`config.mk`:
```
export PLATFORM = sky130hd
export DESIGN_NAME = dbcsr_regs
export DESIGN_NICKNAME = d
export VERILOG_FILES = /design/src/core/dbcsr_regs.v
export VERILOG_INCLUDE_DIRS = /design/src /design/src/inc
export SDC_FILE = /design/constraint.sdc
export NUM_CORES = 1
export LEC_CHECK = 0
export BUFFER_PORTS_ARGS = -buffer_cell sky130_fd_sc_hd__buf_4
export CORE_ASPECT_RATIO = 1.75
export CORE_MARGIN = 2
export CORE_UTILIZATION = 40
export CTS_CLUSTER_DIAMETER = 200
export DETAILED_ROUTE_END_ITERATION = 7
export PLACE_DENSITY_LB_ADDON = 0.12
export SETUP_SLACK_MARGIN = 0.5
export SYNTH_ARGS = -nofsm -noshare
export SYNTH_HDL_FRONTEND = slang
export SYNTH_SLANG_ARGS = --single-unit
```
`constraint.sdc`:
```
create_clock -name clk_i -period 2.5 [get_ports clk_i]
set_input_delay 0.25 -clock clk_i [delete_from_list [all_inputs] [get_ports clk_i]]
set_output_delay 0.25 -clock clk_i [all_outputs]
set_load 0.01 [all_outputs]
```
`src/inc/dbcsr_regs.vh`:
```
// register offsets, field positions and reset values of the command/status bank
`ifndef DBCSR_REGS_VH
`define DBCSR_REGS_VH
`define DBCSR_OUT1_CTRL_OFS 8'h02
`define DBCSR_OUT2_CTRL_OFS 8'h03
`define DBCSR_HEALTH_OFS 8'h04
`define DBCSR_CTRL_RST 8'h00
`define DBCSR_HEALTH_RST 8'h00
`define DBCSR_CTRL_WMASK 8'h77
`define DBCSR_SLEW_MSB 6
`define DBCSR_SLEW_LSB 4
`define DBCSR_MODE_MSB 2
`define DBCSR_MODE_LSB 1
`define DBCSR_OFF_BIT 0
`define DBCSR_HOT_BIT 2
`define DBCSR_PG2_BIT 1
`define DBCSR_PG1_BIT 0
`define DBCSR_MODE_PIN 2'h0
`define DBCSR_MODE_FIXED 2'h1
`define DBCSR_MODE_AUTO 2'h2
`define DBCSR_SLAVE_ADDR 7'h60
`endif

```
`src/core/dbcsr_regs.v`:
```
// i2c slave with two output command registers and a read-only health register
//
// Function
// two independent command registers at 0x02 and 0x03, each steering only its own output.
// bits 6..4 set the ramp as one 10 mV step per 2^N switching cycles, 000 one, 111 128.
// each ramp code step doubles the cycles per step, 010 four up to 110 sixty-four.
// bits 2..1 pick mode: 00 mode pin, 01 fixed frequency, 10 auto skipping, 11 reserved.
// bit 0 at 0 keeps the output on and at 1 turns it off.
// the status register at 0x04 is read-only and writes do not change it.
// status bit 2 shows the over-temperature warning input.
// status bit 1 shows that output two is in regulation.
// status bit 0 shows that output one is in regulation.
// reserved bits read as zero and writes to them are ignored.
// a write is start, address, register byte and data byte, each acked, applied on the data byte.
// with both hardware enable pins low serial updates are ignored; software disables do not stop it.
//
// Interface notes
// - scl and sda are sampled on clk_i, so every scl phase must last at least three clocks.
// - the block only ever pulls sda low; sda_o stays low and sda_oe_n_o gates the pull.
// - there is no clock stretching; every answer is ready one clock after an scl edge.
// - only 7-bit addressing at SLAVE_ADDR is answered; other addresses get no ack.
// - the register pointer steps on after every data byte written.
// - a read returns the pointed register and steps on after every host ack.
// - a host nack ends a read; unmapped offsets read as zero.
// - writes to the status register or to unmapped offsets are acked and dropped.
// - both hardware enable pins low hold the serial engine idle and drop any frame.
// - software output disables leave the serial engine fully working.
// - control outputs follow a write two clocks after the data byte completes.
`timescale 1ns/1ps
`include "dbcsr_regs.vh"

module dbcsr_regs #(
    parameter [6:0] SLAVE_ADDR = `DBCSR_SLAVE_ADDR
) (
    input wire clk_i,
    input wire reset_i,
    input wire scl_i,
    input wire sda_i,
    output wire sda_o,
    output wire sda_oe_n_o,
    input wire output1_hw_enable_pin_i,
    input wire output2_hw_enable_pin_i,
    input wire thermal_warning_i,
    input wire output1_in_regulation_i,
    input wire output2_in_regulation_i,
    input wire pulse_skip_pin_i,
    output reg [7:0] output1_ramp_cycles_o,
    output reg [7:0] output2_ramp_cycles_o,
    output reg output1_fixed_freq_o,
    output reg output2_fixed_freq_o,
    output reg output1_off_o,
    output reg output2_off_o
);

    localparam [4:0] ST_IDLE = 5'h01;
    localparam [4:0] ST_ADDR = 5'h02;
    localparam [4:0] ST_REG = 5'h04;
    localparam [4:0] ST_DATA = 5'h08;
    localparam [4:0] ST_READ = 5'h10;

    // ramp code to cycles per 10 mV step
    function [7:0] ramp_cycles;
        input [2:0] code;
        begin
            ramp_cycles = 8'h01 << code;
        end
    endfunction

    // light-load mode resolved against the mode pin; reserved keeps fixed frequency
    function fixed_freq;
        input [1:0] mode;
        input skip_pin;
        begin
            case (mode)
                `DBCSR_MODE_PIN: fixed_freq = ~skip_pin;
                `DBCSR_MODE_FIXED: fixed_freq = 1'b1;
                `DBCSR_MODE_AUTO: fixed_freq = 1'b0;
                default: fixed_freq = 1'b1;
            endcase
        end
    endfunction

    reg scl_q;
    reg sda_q;
    reg [4:0] state_q;
    reg [3:0] bit_cnt_q;
    reg [7:0] shift_q;
    reg [7:0] reg_ptr_q;
    reg [7:0] output1_control_q;
    reg [7:0] output2_control_q;
    reg [7:0] system_health_q;
    reg ack_q;
    reg tx_q;
    reg [7:0] tx_shift_q;

    wire scl_rise = scl_i & ~scl_q;
    wire scl_fall = ~scl_i & scl_q;
    wire start_det = scl_i & scl_q & sda_q & ~sda_i;
    wire stop_det = scl_i & scl_q & ~sda_q & sda_i;
    // hardware shutdown
    wire bus_allowed = output1_hw_enable_pin_i | output2_hw_enable_pin_i;

    // pulls low for ack or a zero data bit
    wire pull_low = ack_q | (tx_q & ~tx_shift_q[7]);
    assign sda_o = 1'b0;
    assign sda_oe_n_o = ~pull_low;

    function [7:0] read_mux;
        input [7:0] ptr;
        input [7:0] c1;
        input [7:0] c2;
        input [7:0] hl;
        begin
            case (ptr)
                `DBCSR_OUT1_CTRL_OFS: read_mux = c1;
                `DBCSR_OUT2_CTRL_OFS: read_mux = c2;
                `DBCSR_HEALTH_OFS: read_mux = hl;
                default: read_mux = 8'h00;
            endcase
        end
    endfunction

    // read data for the current and the next pointer
    wire [7:0] read_now = read_mux(reg_ptr_q, output1_control_q, output2_control_q,
        system_health_q);
    wire [7:0] read_next = read_mux(reg_ptr_q + 8'h01, output1_control_q,
        output2_control_q, system_health_q);
    reg [7:0] system_health_d;

    // status from inputs only, reserved bits zero
    always @* begin
        system_health_d = 8'h00;
        // thermal warning
        system_health_d[`DBCSR_HOT_BIT] = thermal_warning_i;
        // output two good
        system_health_d[`DBCSR_PG2_BIT] = output2_in_regulation_i;
        // output one good
        system_health_d[`DBCSR_PG1_BIT] = output1_in_regulation_i;
    end

    always @(posedge clk_i) begin
        if (reset_i) begin
            scl_q <= 1'b1;
            sda_q <= 1'b1;
        end else begin
            scl_q <= scl_i;
            sda_q <= sda_i;
        end
    end

    always @(posedge clk_i) begin
        if (reset_i)
            system_health_q <= `DBCSR_HEALTH_RST;
        else
            system_health_q <= system_health_d;
    end

    // bit_cnt_q counts scl rises within a byte; 8 marks the last bit
    // and 9 the acknowledge slot of a byte sent to the host
    always @(posedge clk_i) begin
        if (reset_i) begin
            state_q <= ST_IDLE;
            bit_cnt_q <= 4'h0;
            shift_q <= 8'h00;
            reg_ptr_q <= 8'h00;
            ack_q <= 1'b0;
            tx_q <= 1'b0;
            tx_shift_q <= 8'h00;
        end else if (stop_det || !bus_allowed) begin
            state_q <= ST_IDLE;
            ack_q <= 1'b0;
            tx_q <= 1'b0;
        end else if (start_det) begin
            state_q <= ST_ADDR;
            bit_cnt_q <= 4'h0;
            ack_q <= 1'b0;
            tx_q <= 1'b0;
        end else if (scl_rise && !ack_q && !tx_q) begin
            shift_q <= {shift_q[6:0], sda_i};
            bit_cnt_q <= bit_cnt_q + 4'h1;
        end else if (scl_rise && tx_q) begin
            bit_cnt_q <= bit_cnt_q + 4'h1;
            // master nack on the ninth bit ends the read
            if (bit_cnt_q == 4'h8 && sda_i) begin
                state_q <= ST_IDLE;
                tx_q <= 1'b0;
            end
        end else if (scl_fall) begin
            if (ack_q) begin
                ack_q <= 1'b0;
                bit_cnt_q <= 4'h0;
                if (state_q == ST_READ) begin
                    tx_q <= 1'b1;
                    tx_shift_q <= read_now;
                end
            end else if (tx_q) begin
                if (bit_cnt_q == 4'h8) begin
                    // let go of sda so the host can ack or nack
                    tx_shift_q <= 8'hff;
                end else if (bit_cnt_q == 4'h9) begin
                    bit_cnt_q <= 4'h0;
                    reg_ptr_q <= reg_ptr_q + 8'h01;
                    tx_shift_q <= read_next;
                    tx_q <= (state_q == ST_READ);
                end else begin
                    tx_shift_q <= {tx_shift_q[6:0], 1'b0};
                end
            end else if (!tx_q && state_q == ST_READ && bit_cnt_q == 4'h0) begin
                tx_q <= 1'b0;
            end else if (bit_cnt_q == 4'h8) begin
                // acknowledge each byte
                case (state_q)
                    ST_ADDR: begin
                        if (shift_q[7:1] == SLAVE_ADDR) begin
                            ack_q <= 1'b1;
                            state_q <= shift_q[0] ? ST_READ : ST_REG;
                        end else begin
                            state_q <= ST_IDLE;
                        end
                    end
                    ST_REG: begin
                        ack_q <= 1'b1;
                        reg_ptr_q <= shift_q;
                        state_q <= ST_DATA;
                    end
                    ST_DATA: begin
                        // apply on data byte
                        ack_q <= 1'b1;
                        reg_ptr_q <= reg_ptr_q + 8'h01;
                    end
                    default: state_q <= ST_IDLE;
                endcase
            end
        end
    end

    // data byte lands on the falling scl edge after its last bit
    wire write_strobe = bus_allowed & scl_fall & ~ack_q & ~tx_q & (bit_cnt_q == 4'h8) &
        (state_q == ST_DATA);
    reg [7:0] output1_control_d;
    reg [7:0] output2_control_d;

    // per-output decode
    always @* begin
        output1_control_d = output1_control_q;
        output2_control_d = output2_control_q;
        if (write_strobe) begin
            // reserved bits masked
            if (reg_ptr_q == `DBCSR_OUT1_CTRL_OFS)
                output1_control_d = shift_q & `DBCSR_CTRL_WMASK;
            else if (reg_ptr_q == `DBCSR_OUT2_CTRL_OFS)
                output2_control_d = shift_q & `DBCSR_CTRL_WMASK;
        end
    end

    always @(posedge clk_i) begin
        if (reset_i) begin
            output1_control_q <= `DBCSR_CTRL_RST;
            output2_control_q <= `DBCSR_CTRL_RST;
        end else begin
            output1_control_q <= output1_control_d;
            output2_control_q <= output2_control_d;
        end
    end

    reg [7:0] output1_ramp_cycles_d;
    reg [7:0] output2_ramp_cycles_d;
    reg output1_fixed_freq_d;
    reg output2_fixed_freq_d;
    reg output1_off_d;
    reg output2_off_d;

    always @* begin
        // ramp decode
        output1_ramp_cycles_d = ramp_cycles(
            output1_control_q[`DBCSR_SLEW_MSB:`DBCSR_SLEW_LSB]);
        output2_ramp_cycles_d = ramp_cycles(
            output2_control_q[`DBCSR_SLEW_MSB:`DBCSR_SLEW_LSB]);
        // mode select
        output1_fixed_freq_d = fixed_freq(
            output1_control_q[`DBCSR_MODE_MSB:`DBCSR_MODE_LSB], pulse_skip_pin_i);
        output2_fixed_freq_d = fixed_freq(
            output2_control_q[`DBCSR_MODE_MSB:`DBCSR_MODE_LSB], pulse_skip_pin_i);
        // output gate
        output1_off_d = output1_control_q[`DBCSR_OFF_BIT];
        output2_off_d = output2_control_q[`DBCSR_OFF_BIT];
    end

    always @(posedge clk_i) begin
        if (reset_i) begin
            output1_ramp_cycles_o <= 8'h01;
            output2_ramp_cycles_o <= 8'h01;
            output1_fixed_freq_o <= 1'b1;
            output2_fixed_freq_o <= 1'b1;
            output1_off_o <= 1'b0;
            output2_off_o <= 1'b0;
        end else begin
            output1_ramp_cycles_o <= output1_ramp_cycles_d;
            output2_ramp_cycles_o <= output2_ramp_cycles_d;
            output1_fixed_freq_o <= output1_fixed_freq_d;
            output2_fixed_freq_o <= output2_fixed_freq_d;
            output1_off_o <= output1_off_d;
            output2_off_o <= output2_off_d;
        end
    end

endmodule // dbcsr_regs

```
=== Word-level counts from Yosys, hierarchy flattened ===
Index checks and enable logic that the tools add are counted.

* Bits in registers: 77
* Word-level logic and storage cells: 170
* Bits of input ports: 10

* Reduce and logical (&&, ||, !) cells: 36
* Multiplexer cells: 49
* Shifts and indexed selects: 2
* Equality and inequality tests: 32
* Add/sub/neg operators: 2
* Bitwise gates (word level): 29

{| class="wikitable"
|+ Operators by type and width
! kind !! number
|-
| two-way mux 8 bit || 10
|-
| case mux 8 bit (3 select lines) || 2
|-
| two-way mux 5 bit || 9
|-
| == test 8 x 2 -> 1 bit (second input constant) || 4
|-
| two-way mux 4 bit || 8
|-
| == test 8 x 3 -> 1 bit (second input constant) || 2
|-
| case mux 8 bit (2 select lines) || 1
|-
| AND reduction 8 bit || 2
|-
| left shift 1 x 3 -> 8 bit (first input constant) || 2
|-
| case mux 5 bit (3 select lines) || 1
|-
| NOT 1 bit || 14
|-
| bitwise AND 1 bit || 13
|-
| two-way mux 1 bit || 13
|-
| AND reduction 11 bit || 1
|-
| != test 2 x 1 -> 1 bit (second input constant) || 5
|-
| != test 2 bit (second input constant) || 5
|-
| nonzero test 5 bit || 2
|-
| != test 3 x 1 -> 1 bit (second input constant) || 3
|-
| AND reduction 3 bit || 3
|-
| nonzero test 3 bit || 3
|-
| adder 8 x 1 -> 8 bit (second input constant) || 1
|-
| == test 4 bit (second input constant) || 2
|-
| nonzero test 2 bit || 4
|-
| == test 7 bit (second input constant) || 1
|-
| other kinds (24) || 39
|}

=== Logic depth before layout (Yosys ltp) ===
Gate-level depths: netlist of the first run.

* Depth after elaboration: 11
* Gate-level depth with buffers: 9
* Depth with buffers taken out: 8

=== Worst setup path after synthesis of the first run ===
Ideal clock, no wire load.

* Path type: register to register
* Start: register reg_ptr_q[0]
* End: register tx_shift_q[4]
* Stages on the path, launching flop included: 8
* Library setup time: 0.086 ns
* Period minus slack after synthesis: 2.137 ns
* Arrival: 2.050 ns
* Slack: 0.363 ns
* Data required time: 2.414 ns
* Cells stage by stage: dfxtp_1 -> ha_1 -> nand2_1 -> nor2_1 -> a31oi_4 -> or2_0 -> or4_1 -> a221oi_2

* Word-level cells in the longest chain between the ends: 7
* Elaborated cells between the ends (all ways): 14

{| class="wikitable"
|+ Ends and longest elaborated chain
! element !! line !! source
|-
| start, declared || dbcsr_regs.v:88 || <nowiki>reg [7:0] reg_ptr_q;</nowiki>
|-
| start signal, assigned || dbcsr_regs.v:202 || <nowiki>reg_ptr_q <= reg_ptr_q + 8'h01;</nowiki>
|-
| start signal, assigned || dbcsr_regs.v:223 || <nowiki>reg_ptr_q <= shift_q;</nowiki>
|-
| start signal, assigned || dbcsr_regs.v:229 || <nowiki>reg_ptr_q <= reg_ptr_q + 8'h01;</nowiki>
|-
| adder 8 x 1 -> 8 bit || dbcsr_regs.v:126 || <nowiki>wire [7:0] read_next = read_mux(reg_ptr_q + 8'h01, output1_control_q,</nowiki>
|-
| == test 8 x 3 -> 1 bit or == test 8 x 2 -> 1 bit (tied branches) || dbcsr_regs.v:114 || <nowiki>case (ptr)</nowiki>
|-
| case mux 8 bit (3 select lines) || dbcsr_regs.v:114 ||
|-
| two-way mux 8 bit || dbcsr_regs.v:200 || <nowiki>end else if (bit_cnt_q == 4'h9) begin</nowiki>
|-
| two-way mux 8 bit || dbcsr_regs.v:197 || <nowiki>if (bit_cnt_q == 4'h8) begin</nowiki>
|-
| two-way mux 8 bit || dbcsr_regs.v:196 || <nowiki>end else if (tx_q) begin</nowiki>
|-
| two-way mux 8 bit * || dbcsr_regs.v:189 || <nowiki>if (ack_q) begin</nowiki>
|-
| end signal, assigned || dbcsr_regs.v:194 || <nowiki>tx_shift_q <= read_now;</nowiki>
|-
| end signal, assigned || dbcsr_regs.v:203 || <nowiki>tx_shift_q <= read_next;</nowiki>
|-
| end signal, assigned || dbcsr_regs.v:206 || <nowiki>tx_shift_q <= {tx_shift_q[6:0], 1'b0};</nowiki>
|-
| end, declared || dbcsr_regs.v:94 || <nowiki>reg [7:0] tx_shift_q;</nowiki>
|}

Mark *: on every way between the ends. The rest lies on a longest branch, timed or not. The select of a mux whose other input is x is not followed.
A chain may end at the register's enable or synchronous reset.

=== Worst setup path after layout of the first run ===
Ends and elaborated chain as after synthesis.

==> impl_summary.txt, run 1 <==
----------------------------------------------------
[Status]
  Outcome ... complete, no violations

[Global routing]
  Overall fraction of global-route tracks in use ... a little over a fifth
  Number of global-route vias before repair ... between 3000 and 4000
  Maximum number of pins on one net before global-route repair ... 30
  Initial antenna violation count ... 0
  Wire length of the first global-routing pass ... between 15 and 20 mm
  Aggregate global routing overflow ... 0

[Route]
  Number of remaining DRC errors ... 0
  Drt via density ... between 5 and 6
  Total via count after detailed routing ... about 3300
  Violation count after the first detailed-route iteration ... roughly 170
  First-pass iteration count of the detailed router ... 4
  Routed wire length ... 9.81 mm
  DR WL/cell ... roughly 16 um
  Remaining antenna violation count after routing ... 0

[Logic synthesis]
  Predominant post-synthesis flop cell ... sky130_fd_sc_hd__dfxtp_1
  FFs w/ async S/R, synth ... 0%
  Count of flip-flops with a built-in enable after synthesis ... 0
  Proportion of netlist area held by the largest area contributor ... 40.1%
  Net count after synthesis ... ~450
  Yosys reg bits ... 72
  Cell with the most instances after synthesis ... sky130_fd_sc_hd__dfxtp_1
  Synth top cells by count ... 72 x sky130_fd_sc_hd__dfxtp_1, 61 x sky130_fd_sc_hd__nor2_1, 43 x sky130_fd_sc_hd__nand2_1, 32 x sky130_fd_sc_hd__a21oi_1, 23 x sky130_fd_sc_hd__mux2i_1
  Register area share after synthesis ... 40.1%
  Netlist cell types ... 55
  Cell area after synthesis ... around 3600 um^2
  Post-synthesis cell count ... between 400 and 500
  Cell types with the largest area share after synthesis ... sky130_fd_sc_hd__dfxtp_1 40%, sky130_fd_sc_hd__mux2i_1 6.4%, sky130_fd_sc_hd__nor2_1 6.4%
  Mean post-synth cell area ... approximately 8.3 um^2
  Warnings from Yosys ... 0
  Cell type with the largest total area after synthesis ... sky130_fd_sc_hd__dfxtp_1

[Power]
  Total Power ... approximately 2.5 mW
  Maximum vdd drop ... ~0.00032 V
  Pleak ... around 1.8 nW
  Power density of the placed cells ... ~570 nW/um^2

[Timing]
  Number of hold-slack violations in the final timing report ... 0
  Setup ws final ... 505 ps
  Maximum clock frequency ... ~500 MHz
  Sum of negative setup slack ... 0 ps
  Transition time at the pin with the least slew margin ... between 600 and 700 ps
  Total setup violations reported at the end of the flow ... 0
  Final Critical Period ... 2000 ps
  Max Clock Skew ... 2.39 ps
  Final critical-path share of the clock period ... around 80%
  Worst-case headroom to the max-slew limit ... 57.1%
  Setup repair after global routing missed its margin ... yes
  Number of max-slew violations in the final report ... 0

[Floorplanning]
  Overall die width ... between 70 and 80 um
  Chip height ... ~130 um
  Effective utilization at floorplan ... 41.2%
  Top-level port count ... 32
  Die Outline Area ... just under 10000 um^2
  Number of cell rows ... 45
  Core region area ... 8730 um^2

[Layout]
  Antenna fix cells ... 0
  Area of the multi-input gates ... about 2100 um^2
  Share of final-layout standard cells stronger than drive strength 1 ... roughly a quarter
  Fill cells ... 823
  Growth of design area from synthesis to finish ... 24.6%
  Final Net Count ... about 490
  Area taken by flip-flops and latches ... 1470 um^2

[Critical path]
  Critical path peak fanout ... 8
  Critical path data required time ... roughly 2800 ps
  CP endpoint kind ... flop
  Worst reg-to-reg setup slack ... about 500 ps
  Data arrival, critical path ... approximately 2300 ps
  Category of the worst setup path launch point ... flop
  Type of the worst setup path ... reg2reg

[CTS]
  TritonCTS clock tree ... done
  Number of sinks driven by the clock tree ... 72
  H-Tree Depth ... 3
  Clock-pin slew on the worst setup and hold paths ... ~50 ps
  Bufs on Longest Clock Path ... 2
  CTS root buffer ... sky130_fd_sc_hd__clkbuf_16
  Worst-Skew Late Latency ... roughly 340 ps
  Number of buffers inserted during clock tree synthesis ... 9

[Placement]
  GP Congestion ... 0.864
  Pre-CTS setup slack ... 273 ps
  Detailed-placement wirelength estimate ... roughly 7 mm
  PortBufs ... 30

[Hold path]
  Type of the most critical hold path ... in2reg

[Job]
  Max-cap violations ... 0

----------------------------------------------------
==> stage by stage <==
| stage | instance area (um^2) | hold WS, ps | util, % | instances |
|---|---|---|---|---|
| 6_report | 4480 | 101 | 51.3 | 597 |
| 5_1_grt | 4480 | 101 | 51.3 | 597 |
| 4_1_cts | 4400 | 92.2 | 50.4 | 593 |
| 3_5_place_dp | 3970 | 449 | 45.5 | 573 |
| 3_3_place_gp | 3970 | 446 | 45.5 | 573 |
| 2_1_floorplan | 3620 | 350 | - | 434 |
==> cell type report <==
| cell class | instances | area share, % |
|---|---|---|
| clock buffer | 11 | 5.65 |
| multi-input combinational | 324 | 46.9 |
| clock inverter | 3 | 0.950 |
| timing repair buffer | 54 | 9.14 |
| sequential | 72 | 32.8 |
| tap | 117 | 3.27 |
| inverter | 16 | 1.34 |
==> kinds of logic after synthesis <==
| group | after synthesis | share of synthesized area (%) |
|---|---|---|
| and+or+nand+nor | 189 | 26.1 |
| AOI/OAI and AO/OA | 102 | 19.0 |
| DFF | 72 | 40.1 |
| buffers and inverters | 38 | 5.33 |
| muxes | 23 | 6.41 |
| adders and majority gates | 7 | 2.44 |
| xor gates and xnor gates | 2 | 0.488 |
| other | 1 | 0.104 |
==> registers in the layout, indices dropped and copies added, names as in the netlist <==
name                   flops
ack_q                      1
bit_cnt_q                  4
output1_control_q          6
output1_fixed_freq_o       1
output1_off_o              1
output1_ramp_cycles_o      8
output2_control_q          6
output2_fixed_freq_o       1
output2_off_o              1
output2_ramp_cycles_o      8
reg_ptr_q                  8
scl_q                      1
sda_q                      1
shift_q                    8
state_q                    5
system_health_q            3
tx_q                       1
tx_shift_q                 8
==> power breakdown <==
part,internal [mW],switching (mW),leakage (nW)
Sequential,1.15,0.00919,0.588
Combinational,0.0373,0.0565,1.02
Clock,0.813,0.464,0.143
==> path summary, 6_finish.rpt <==
path         depth (start not counted)             start              endpoint
min reg2reg                          2     tx_shift_q[4]         tx_shift_q[4]
min                                  2  pulse_skip_pin_i  output1_fixed_freq_o
max                                  7      reg_ptr_q[0]         tx_shift_q[4]
max reg2reg                          7      reg_ptr_q[0]         tx_shift_q[4]
==> repair_timing <==
item | in CTS | in global routing
buffers inserted | 6 | 4
setup endpoints to repair | 29 | 31
pin swaps | 10 | 6
resized for setup | 25 | 20
hold buffers | 0 | 0
==> metal layers <==
metal  vias to the layer above  share of wire [%]  GRT usage [%]
li1                       1634                  -              -
met1                      1568                 39           21.8
met2                        82                 53           36.8
met3                        35                2.8           5.05
met4                         0                5.3           15.1
met5                         -                  0              0
==> critical path: stages (launching register included) <==
cell and delay, ps:
sky130_fd_sc_hd__dfxtp_4 370, sky130_fd_sc_hd__ha_4 190, sky130_fd_sc_hd__nand2_1 130, sky130_fd_sc_hd__o21a_1 230, sky130_fd_sc_hd__a31oi_4 60, sky130_fd_sc_hd__or2_1 280, sky130_fd_sc_hd__or4_4 420, sky130_fd_sc_hd__a221oi_2 220
==> placed cells by master (no fill, tap or decap), types with 2 or more instances in the layout <==
cell type and count:
sky130_fd_sc_hd__a21oi_1 32, sky130_fd_sc_hd__a221oi_1 2, sky130_fd_sc_hd__a221oi_2 3, sky130_fd_sc_hd__a22oi_1 6, sky130_fd_sc_hd__a311o_1 3, sky130_fd_sc_hd__a31oi_1 12, sky130_fd_sc_hd__and2_1 3, sky130_fd_sc_hd__buf_4 53
sky130_fd_sc_hd__clkbuf_16 9, sky130_fd_sc_hd__clkbuf_8 2, sky130_fd_sc_hd__dfxtp_1 60, sky130_fd_sc_hd__dfxtp_2 8, sky130_fd_sc_hd__dfxtp_4 4, sky130_fd_sc_hd__ha_1 5, sky130_fd_sc_hd__ha_4 2, sky130_fd_sc_hd__inv_1 15
sky130_fd_sc_hd__mux2i_1 23, sky130_fd_sc_hd__nand2_1 42, sky130_fd_sc_hd__nand2b_1 8, sky130_fd_sc_hd__nand3_1 13, sky130_fd_sc_hd__nand3b_1 3, sky130_fd_sc_hd__nand4_1 2, sky130_fd_sc_hd__nand4b_1 2, sky130_fd_sc_hd__nor2_1 58
sky130_fd_sc_hd__nor2_4 3, sky130_fd_sc_hd__nor2b_1 7, sky130_fd_sc_hd__nor2b_2 2, sky130_fd_sc_hd__nor3_1 19, sky130_fd_sc_hd__o21ai_0 18, sky130_fd_sc_hd__o21ai_1 3, sky130_fd_sc_hd__o221a_2 2, sky130_fd_sc_hd__o221ai_1 3
sky130_fd_sc_hd__o31ai_1 5, sky130_fd_sc_hd__o41ai_1 2, sky130_fd_sc_hd__or2_2 3, sky130_fd_sc_hd__or2_4 2, sky130_fd_sc_hd__or3_1 2, sky130_fd_sc_hd__or4_4 3
(Power assumes the default switching activity.)
==> run 2: changes to the inputs <==
--- a/config.mk
+++ b/config.mk
@@ -6,6 +6,7 @@
 export SDC_FILE = /design/constraint.sdc
 export NUM_CORES = 1
 export LEC_CHECK = 0
+export ABC_AREA = 1
 export BUFFER_PORTS_ARGS = -buffer_cell sky130_fd_sc_hd__buf_4
 export CORE_ASPECT_RATIO = 1.75
 export CORE_MARGIN = 2
==> constraint.sdc (replaced) <==
create_clock -name clk_i -period 1.9 [get_ports clk_i]
set_input_delay 0.19 -clock clk_i [delete_from_list [all_inputs] [get_ports clk_i]]
set_output_delay 0.19 -clock clk_i [all_outputs]
set_load 0.01 [all_outputs]
==> run 2 against run 1 <==
Compared with the run above: core utilization rose by 7.1 points; final cell count rose by 15%; non-clock buffer count rose by 25; largest power group unchanged.
==> impl_summary.txt, run 2 <==
----------------------------------------------------
[Layout]
  Highest-count cells in the layout ignoring fill and taps ... 74 x sky130_fd_sc_hd__nand2_1, 64 x sky130_fd_sc_hd__buf_4, 59 x sky130_fd_sc_hd__dfxtp_1 (was 60 x sky130_fd_sc_hd__dfxtp_1, 58 x sky130_fd_sc_hd__nor2_1, 53 x sky130_fd_sc_hd__buf_4)
  Final Net Count ... 584 (was 494)
  Antenna fix cells ... 0 (unchanged)
  Fill cells ... 789 (was 823)
  Growth of design area from synthesis to finish ... 43.1% (was 24.6%)
  Most common library cell in the layout ignoring fill and taps ... sky130_fd_sc_hd__nand2_1 (was sky130_fd_sc_hd__dfxtp_1)
  Post-layout util ... 58.4% (was 51.3%)
  Share of final-layout standard cells stronger than drive strength 1 ... 36.9% (was 23.8%)

[Critical path]
  Type of the worst setup path ... reg2reg (unchanged)
  Data arrival, critical path ... 1910 ps (was 2250 ps)
  CP endpoint kind ... flop (unchanged)
  Critical path data required time ... 2120 ps (was 2750 ps)
  Critical path peak fanout ... 6 (was 8)
  Category of the worst setup path launch point ... flop (unchanged)

[Floorplanning]
  Overall die width ... 74.6 um (was 75.7 um)
  Number of cell rows ... 45 (unchanged)
  Top-level port count ... 32 (unchanged)
  Chip height ... 128 um (was 129 um)
  Die Outline Area ... 9520 um^2 (was 9790 um^2)
  Core region area ... 8560 um^2 (was 8730 um^2)
  Effective utilization at floorplan ... 40.8% (was 41.2%)

[Logic synthesis]
  Register area share after synthesis ... 41.3% (was 40.1%)
  Netlist cell types ... 38 (was 55)
  Cell with the most instances after synthesis ... sky130_fd_sc_hd__nand2_1 (was sky130_fd_sc_hd__dfxtp_1)
  Warnings from Yosys ... 0 (unchanged)
  Cell types with the largest area share after synthesis ... sky130_fd_sc_hd__dfxtp_1 41%, sky130_fd_sc_hd__nand2_1 9.1%, sky130_fd_sc_hd__a21oi_1 6.7% (was sky130_fd_sc_hd__dfxtp_1 40%, sky130_fd_sc_hd__mux2i_1 6.4%, sky130_fd_sc_hd__nor2_1 6.4%)
  Net count after synthesis ... 507 (was 451)
  Post-synthesis cell count ... 490 (was 434)
  Mean post-synth cell area ... 7.13 um^2 (was 8.28 um^2)
  Synth top cells by count ... 85 x sky130_fd_sc_hd__nand2_1, 72 x sky130_fd_sc_hd__dfxtp_1, 58 x sky130_fd_sc_hd__inv_1, 47 x sky130_fd_sc_hd__a21oi_1, 40 x sky130_fd_sc_hd__nor2_1 (was 72 x sky130_fd_sc_hd__dfxtp_1, 61 x sky130_fd_sc_hd__nor2_1, 43 x sky130_fd_sc_hd__nand2_1, 32 x sky130_fd_sc_hd__a21oi_1, 23 x sky130_fd_sc_hd__mux2i_1)
  Cell type with the largest total area after synthesis ... sky130_fd_sc_hd__dfxtp_1 (unchanged)
  Predominant post-synthesis flop cell ... sky130_fd_sc_hd__dfxtp_1 (unchanged)
  Yosys reg bits ... 72 (unchanged)
  Proportion of netlist area held by the largest area contributor ... 41.3% (was 40.1%)
  FFs w/ async S/R, synth ... 0% (unchanged)
  Count of flip-flops with a built-in enable after synthesis ... 0 (unchanged)
  Cell area after synthesis ... 3490 um^2 (was 3590 um^2)

[Route]
  Remaining antenna violation count after routing ... 0 (unchanged)
  First-pass iteration count of the detailed router ... 5 (was 4)
  Number of remaining DRC errors ... 0 (unchanged)
  Violation count after the first detailed-route iteration ... 238 (was 168)
  Total via count after detailed routing ... 3585 (was 3319)
  DR WL/cell ... 14.7 um (was 16.4 um)
  Drt via density ... 5.20 (was 5.56)
  Routed wire length ... 10.2 mm (was 9.81 mm)

[CTS]
  Clock-pin slew on the worst setup and hold paths ... 70 ps (was 50 ps)
  TritonCTS clock tree ... done (unchanged)
  CTS root buffer ... sky130_fd_sc_hd__clkbuf_16 (unchanged)
  Number of buffers added to fix hold violations after cts ... 0 (unchanged)
  H-Tree Depth ... 3 (unchanged)
  Number of sinks driven by the clock tree ... 72 (unchanged)
  Number of buffers inserted during clock tree synthesis ... 9 (unchanged)
  Worst-Skew Late Latency ... 340 ps (about the same)
  Bufs on Longest Clock Path ... 2 (unchanged)

[Timing]
  Setup repair after global routing missed its margin ... yes (unchanged)
  Number of hold-slack violations in the final timing report ... 0 (unchanged)
  Maximum clock frequency ... 593 MHz (was 501 MHz)
  Max Clock Skew ... 8.52 ps (was 2.39 ps)
  Final Critical Period ... 1690 ps (was 2000 ps)
  Number of max-slew violations in the final report ... 0 (unchanged)
  Total setup violations reported at the end of the flow ... 0 (unchanged)
  Sum of negative setup slack ... 0 ps (unchanged)
  Final critical-path share of the clock period ... 88.8% (was 79.8%)

[Status]
  Outcome ... complete, no violations (unchanged)

[Global routing]
  Maximum number of pins on one net before global-route repair ... 41 (was 30)
  Number of global-route vias before repair ... 3404 (was 3191)
  Overall fraction of global-route tracks in use ... 22.3% (was 21.4%)
  Wire length of the first global-routing pass ... 16.1 mm (was 15.5 mm)
  Aggregate global routing overflow ... 0 (unchanged)
  Initial antenna violation count ... 0 (unchanged)

[Power]
  Power density of the placed cells ... 738 nW/um^2 (was 566 nW/um^2)
  Part of the power in registers ... 42.2% (was 45.9%)
  Pleak ... 2.07 nW (was 1.75 nW)
  Clock network fraction of total power ... 49.3% (was 50.4%)
  Sw power ... 0.914 mW (was 0.530 mW)
  Internal power contribution ... 2.77 mW (was 2.00 mW)
  Proportion of total power due to net switching ... 24.8% (was 20.9%)
  Share of power burned in combinational logic ... 8.4% (was 3.7%)
  Maximum vdd drop ... 0.000489 V (was 0.000321 V)

[Placement]
  PortBufs ... 30 (unchanged)
  GP Congestion ... 0.993 (was 0.864)
  Detailed-placement wirelength estimate ... 6.91 mm (was 7.17 mm)

[Job]
  Max-cap violations ... 0 (unchanged)

[Hold path]
  Type of the most critical hold path ... in2reg (unchanged)

----------------------------------------------------
[run 2: path summary, 6_finish.rpt]
kind                                start            endpoint  slack (ps)  depth (start not counted)
setup / recovery             bit_cnt_q[1]        reg_ptr_q[0]         210                         10
hold / removal    output2_in_regulation_i  system_health_q[1]          50                          3
setup reg to reg             bit_cnt_q[1]        reg_ptr_q[0]         210                         10
hold reg to reg              reg_ptr_q[7]        reg_ptr_q[7]         480                          2
[run 2: kinds of logic after synthesis]
kind of cell	synth area share, %
AOI/OAI and AO/OA	18.8
xor gates and xnor gates	1.00
and+or+nand+nor	26.7
other	0.107
buffers and inverters	9.64
adders and majority gates	2.51
DFF	41.3
[run 2: metrics by stage]
step	cell area [um^2]	worst slack, ps	instances	hold WS [ps]	power (mW)
after global routing	5000	70.3	689	58.0	3.80
after floorplan	3650	377	490	290	1.75
after detailed placement	4060	82.7	638	398	1.83
after CTS	4780	190	678	44.9	3.68
final	5000	214	689	49.4	3.69
after global placement	4060	136	638	389	1.83
[run 2: what timing repair did]
item / CTS / global route
gates cloned: 5 / 0
pin swaps: 30 / 24
setup endpoints to repair: 48 / 48
resized for setup: 67 / 42
buffers inserted: 19 / 11
[run 2: area by class of cell]
class | count | area, um^2 | share of cell area (%)
multi-input combinational | 335 | 2110 | 42.2
sequential | 72 | 1480 | 29.5
timing repair buffer | 79 | 652 | 13.0
inverter | 68 | 275 | 5.51
clock buffer | 10 | 250 | 5.01
tap | 117 | 146 | 2.93
clock inverter | 6 | 72.6 | 1.45
timing repair inverter | 2 | 15.0 | 0.301
[run 2: worst max-delay path: stages, from the launching register on]
cell                         delay (ps)
sky130_fd_sc_hd__dfxtp_4            350
sky130_fd_sc_hd__inv_4               70
sky130_fd_sc_hd__ha_4               180
sky130_fd_sc_hd__buf_6              100
sky130_fd_sc_hd__nand3_2             90
sky130_fd_sc_hd__o211ai_1           220
sky130_fd_sc_hd__nor2_2              70
sky130_fd_sc_hd__nand2_4            140
sky130_fd_sc_hd__clkinvlp_4         150
sky130_fd_sc_hd__o21ai_1            150
sky130_fd_sc_hd__nor2_1              50
[run 2: per-layer routing]
metal	vias up	track usage [%]	part of all wire (%)
li1	1784	-	-
met1	1681	22.9	37
met2	93	41.0	56
met3	27	4.18	3.0
met4	0	11.9	3.6
met5	-	0	0
[run 2: power by group through the flow]
stage	clock network (mW)	logic (mW)	registers (mW)
finish	1.82	0.311	1.56
global route	1.91	0.339	1.56
CTS	1.84	0.281	1.56
detailed placement	0	0.238	1.59
global placement	0	0.235	1.59
floorplan	0	0.165	1.59
==> run 3: changes to the inputs <==
==> constraint.sdc (replaced) <==
create_clock -name clk_i -period 1.45 [get_ports clk_i]
set_input_delay 0.145 -clock clk_i [delete_from_list [all_inputs] [get_ports clk_i]]
set_output_delay 0.145 -clock clk_i [all_outputs]
set_load 0.01 [all_outputs]
==> run 3 against run 2 <==
Compared with the run above: the run now ends with setup timing left; critical path depth increased by 1; sequential cell count unchanged; combinational power increased by 88%; largest power group unchanged; global-route usage increased by 3.3 points; clock skew decreased by 0.88 ps; routed wire length increased by 13%; maximum frequency decreased by 2.5%; non-clock buffer count increased by 60; total power increased by 35%; final cell count increased by 8.9%; register-to-register slack got worse by 490 ps.
==> impl_summary.txt, run 3 (synthesis results as in run 2) <==
----------------------------------------------------
[Placement]
  Pre-CTS setup slack ... -328 ps (was 82.7 ps)
  Detailed-placement wirelength estimate ... 7.74 mm (was 6.91 mm)
  GP Congestion ... 0.934 (was 0.993)
  PortBufs ... 30 (unchanged)
  Post-placement cell area ... 4630 um^2 (was 4060 um^2)

[Critical path]
  Data arrival, critical path ... 2000 ps (was 1910 ps)
  Worst reg-to-reg setup slack ... -280 ps (was 210 ps)
  Crit path from ... reg_ptr_q[0] (was bit_cnt_q[1])
  Most frequent cell on the critical path ... sky130_fd_sc_hd__nand2_1
  Family with the most delay on the worst path ... simple AND/OR/NAND/NOR gates (was compound AO/OA/AOI/OAI gates)
  Critical path data required time ... 1720 ps (was 2120 ps)
  Cell breakdown of the critical path ... ha_4, nand3_4, xor2_2, nor2_4, clkbuf_16, nand4_1, nand2_1, nand2_1, nand3_1, nand2_1, a21oi_1 (was inv_4, ha_4, buf_6, nand3_2, o211ai_1, nor2_2, nand2_4, clkinvlp_4, o21ai_1, nor2_1)
  Category of the worst setup path launch point ... flop (unchanged)
  CP endpoint kind ... flop (unchanged)
  Crit path to ... tx_shift_q[6] (was reg_ptr_q[0])
  Critical path peak fanout ... 6 (unchanged)
  Highest cell delay on the worst timing path ... 400 ps (was 350 ps)
  Critical Path Stages ... 11 (was 10)
  Buffers plus inverters on the worst setup path ... 1 (was 3)
  Path depth of the worst reg2reg path ... 11 (was 10)
  Worst reg2reg endpoint ... tx_shift_q[6] (was reg_ptr_q[0])
  Type of the worst setup path ... reg2reg (unchanged)
  Worst R2R Start ... reg_ptr_q[0] (was bit_cnt_q[1])
  Worst path slowest cell ... sky130_fd_sc_hd__dfxtp_4 (unchanged)

[CTS]
  Bufs on Longest Clock Path ... 2 (unchanged)
  Number of buffers inserted during clock tree synthesis ... 9 (unchanged)
  Worst-Skew Late Latency ... 340 ps (about the same)
  Clock-pin slew on the worst setup and hold paths ... 60 ps (was 70 ps)
  TritonCTS clock tree ... done (unchanged)
  H-Tree Depth ... 3 (unchanged)
  CTS root buffer ... sky130_fd_sc_hd__clkbuf_16 (unchanged)
  Number of sinks driven by the clock tree ... 72 (unchanged)

[Timing]
  Number of max-slew violations in the final report ... 0 (unchanged)
  Total setup violations reported at the end of the flow ... 38 (was 0)
  Maximum clock frequency ... 578 MHz (was 593 MHz)
  Final critical-path share of the clock period ... 119% (was 88.8%)
  Number of hold-slack violations in the final timing report ... 0 (unchanged)
  Final-layout worst hold slack ... 12.8 ps (was 49.4 ps)
  Final Critical Period ... 1730 ps (was 1690 ps)
  Setup ws final ... -280 ps (was 214 ps)
  Max Clock Skew ... 7.64 ps (was 8.52 ps)
  Setup repair after global routing missed its margin ... yes (unchanged)

[Global routing]
  Number of global-route vias before repair ... 4005 (was 3404)
  Maximum number of pins on one net before global-route repair ... 41 (unchanged)
  Wire length of the first global-routing pass ... 18.5 mm (was 16.1 mm)
  Initial antenna violation count ... 0 (unchanged)
  Overall fraction of global-route tracks in use ... 25.6% (was 22.3%)
  Aggregate global routing overflow ... 0 (unchanged)

[Route]
  Routed wire length ... 11.5 mm (was 10.2 mm)
  Drt via density ... 5.19 (was 5.20)
  DR WL/cell ... 15.3 um (was 14.7 um)
  First-pass iteration count of the detailed router ... 5 (unchanged)
  Remaining antenna violation count after routing ... 0 (unchanged)
  Violation count after the first detailed-route iteration ... 190 (was 238)
  Number of remaining DRC errors ... 0 (unchanged)
  Total via count after detailed routing ... 3895 (was 3585)

[Layout]
  Area of the multi-input gates ... 2320 um^2 (was 2110 um^2)
  Fill cells ... 719 (was 789)
  Most common library cell in the layout ignoring fill and taps ... sky130_fd_sc_hd__buf_4 (was sky130_fd_sc_hd__nand2_1)
  Growth of design area from synthesis to finish ... 65.7% (was 43.1%)
  Antenna fix cells ... 0 (unchanged)
  Highest-count cells in the layout ignoring fill and taps ... 103 x sky130_fd_sc_hd__buf_4, 67 x sky130_fd_sc_hd__nand2_1, 50 x sky130_fd_sc_hd__dfxtp_1 (was 74 x sky130_fd_sc_hd__nand2_1, 64 x sky130_fd_sc_hd__buf_4, 59 x sky130_fd_sc_hd__dfxtp_1)
  Area taken by flip-flops and latches ... 1480 um^2 (about the same)
  Final Net Count ... 645 (was 584)
  Share of final-layout standard cells stronger than drive strength 1 ... 51.3% (was 36.9%)
  Post-route standard cell area excluding fillers ... 5790 um^2 (was 5000 um^2)

[Status]
  Violated checks ... setup timing
  Outcome ... complete, but fails checks (was complete, no violations)

[Power]
  Part of the power in registers ... 41.1% (was 42.2%)
  Clock network fraction of total power ... 47.2% (was 49.3%)
  Total Power ... 4.97 mW (was 3.69 mW)
  Pleak ... 2.42 nW (was 2.07 nW)
  Share of power burned in combinational logic ... 11.8% (was 8.4%)
  Power density of the placed cells ... 859 nW/um^2 (was 738 nW/um^2)
  Internal power contribution ... 3.73 mW (was 2.77 mW)
  Maximum vdd drop ... 0.000694 V (was 0.000489 V)
  Sw power ... 1.24 mW (was 0.914 mW)
  Proportion of total power due to net switching ... 24.9% (was 24.8%)

[Floorplanning]
  Core region area ... 8560 um^2 (unchanged)
  Top-level port count ... 32 (unchanged)
  Number of cell rows ... 45 (unchanged)
  Chip height ... 128 um (unchanged)
  Overall die width ... 74.6 um (unchanged)
  Effective utilization at floorplan ... 40.8% (unchanged)
  Die Outline Area ... 9520 um^2 (unchanged)

[Job]
  Max-cap violations ... 0 (unchanged)

[Hold path]
  Cell count of the worst hold path ... 3 (unchanged)
  Type of the most critical hold path ... in2reg (unchanged)

----------------------------------------------------
-- run 3: area by class of cell --
class / instances / area share [%]
Clock buffer: 10 / 4.33
Clock inverter: 6 / 1.25
Inverter: 68 / 4.95
Multi-Input combinational cell: 336 / 40.0
Sequential cell: 72 / 25.6
Tap cell: 117 / 2.53
Timing Repair Buffer: 139 / 21.0
Timing Repair inverter: 2 / 0.260
-- run 3: how the worst min path moves through the flow --
stage,slack [ps],endpoint,start
2_1_floorplan,250,output2_fixed_freq_o,pulse_skip_pin_i
3_3_place_gp,340,system_health_q[2],thermal_warning_i
3_5_place_dp,350,output2_fixed_freq_o,pulse_skip_pin_i
4_1_cts,10,system_health_q[1],output2_in_regulation_i
5_1_grt,10,system_health_q[1],output2_in_regulation_i
6_report,10,system_health_q[1],output2_in_regulation_i
-- run 3: power by group through the flow --
stage / clock network, mW / logic, mW / registers [mW]
after floorplan: 0 / 0.238 / 2.08
after global placement: 0 / 0.417 / 2.08
after detailed placement: 0 / 0.422 / 2.08
after CTS: 2.40 / 0.543 / 2.04
after global routing: 2.48 / 0.630 / 2.04
final: 2.34 / 0.586 / 2.04
-- run 3: through the flow --
stage / TNS [ps] / std cells / util, %
6_report: -5890 / 750 / 67.6
4_1_cts: -4580 / 742 / 64.7
2_1_floorplan: -890 / 490 / -
3_5_place_dp: -5740 / 702 / 54.2
3_3_place_gp: -5150 / 702 / 54.2
5_1_grt: -9890 / 750 / 67.6
-- run 3: tightest hold or removal path: stages --
cell and delay (ps):
sky130_fd_sc_hd__buf_4 70, sky130_fd_sc_hd__inv_1 30, sky130_fd_sc_hd__nor2_1 70
-- run 3: timing repair --
item | 4_1_cts | 5_1_grt
setup buffers | 18 | 7
pin swaps | 40 | 29
cloned | 5 | 1
gates resized for setup | 107 | 59
endpoints found under the hold margin | 1 | 0
endpoints found under the setup margin | 48 | 55
hold buffers | 1 | 0
-- run 3: per-layer routing --
metal / vias to the layer above / part of all wire [%] / global-route usage [%]
li1: 1911 / - / -
met2: 110 / 55 / 45.3
met1: 1830 / 37 / 26.7
met4: 0 / 5.6 / 16.3
met5: - / 0 / 0
met3: 44 / 3.0 / 4.42
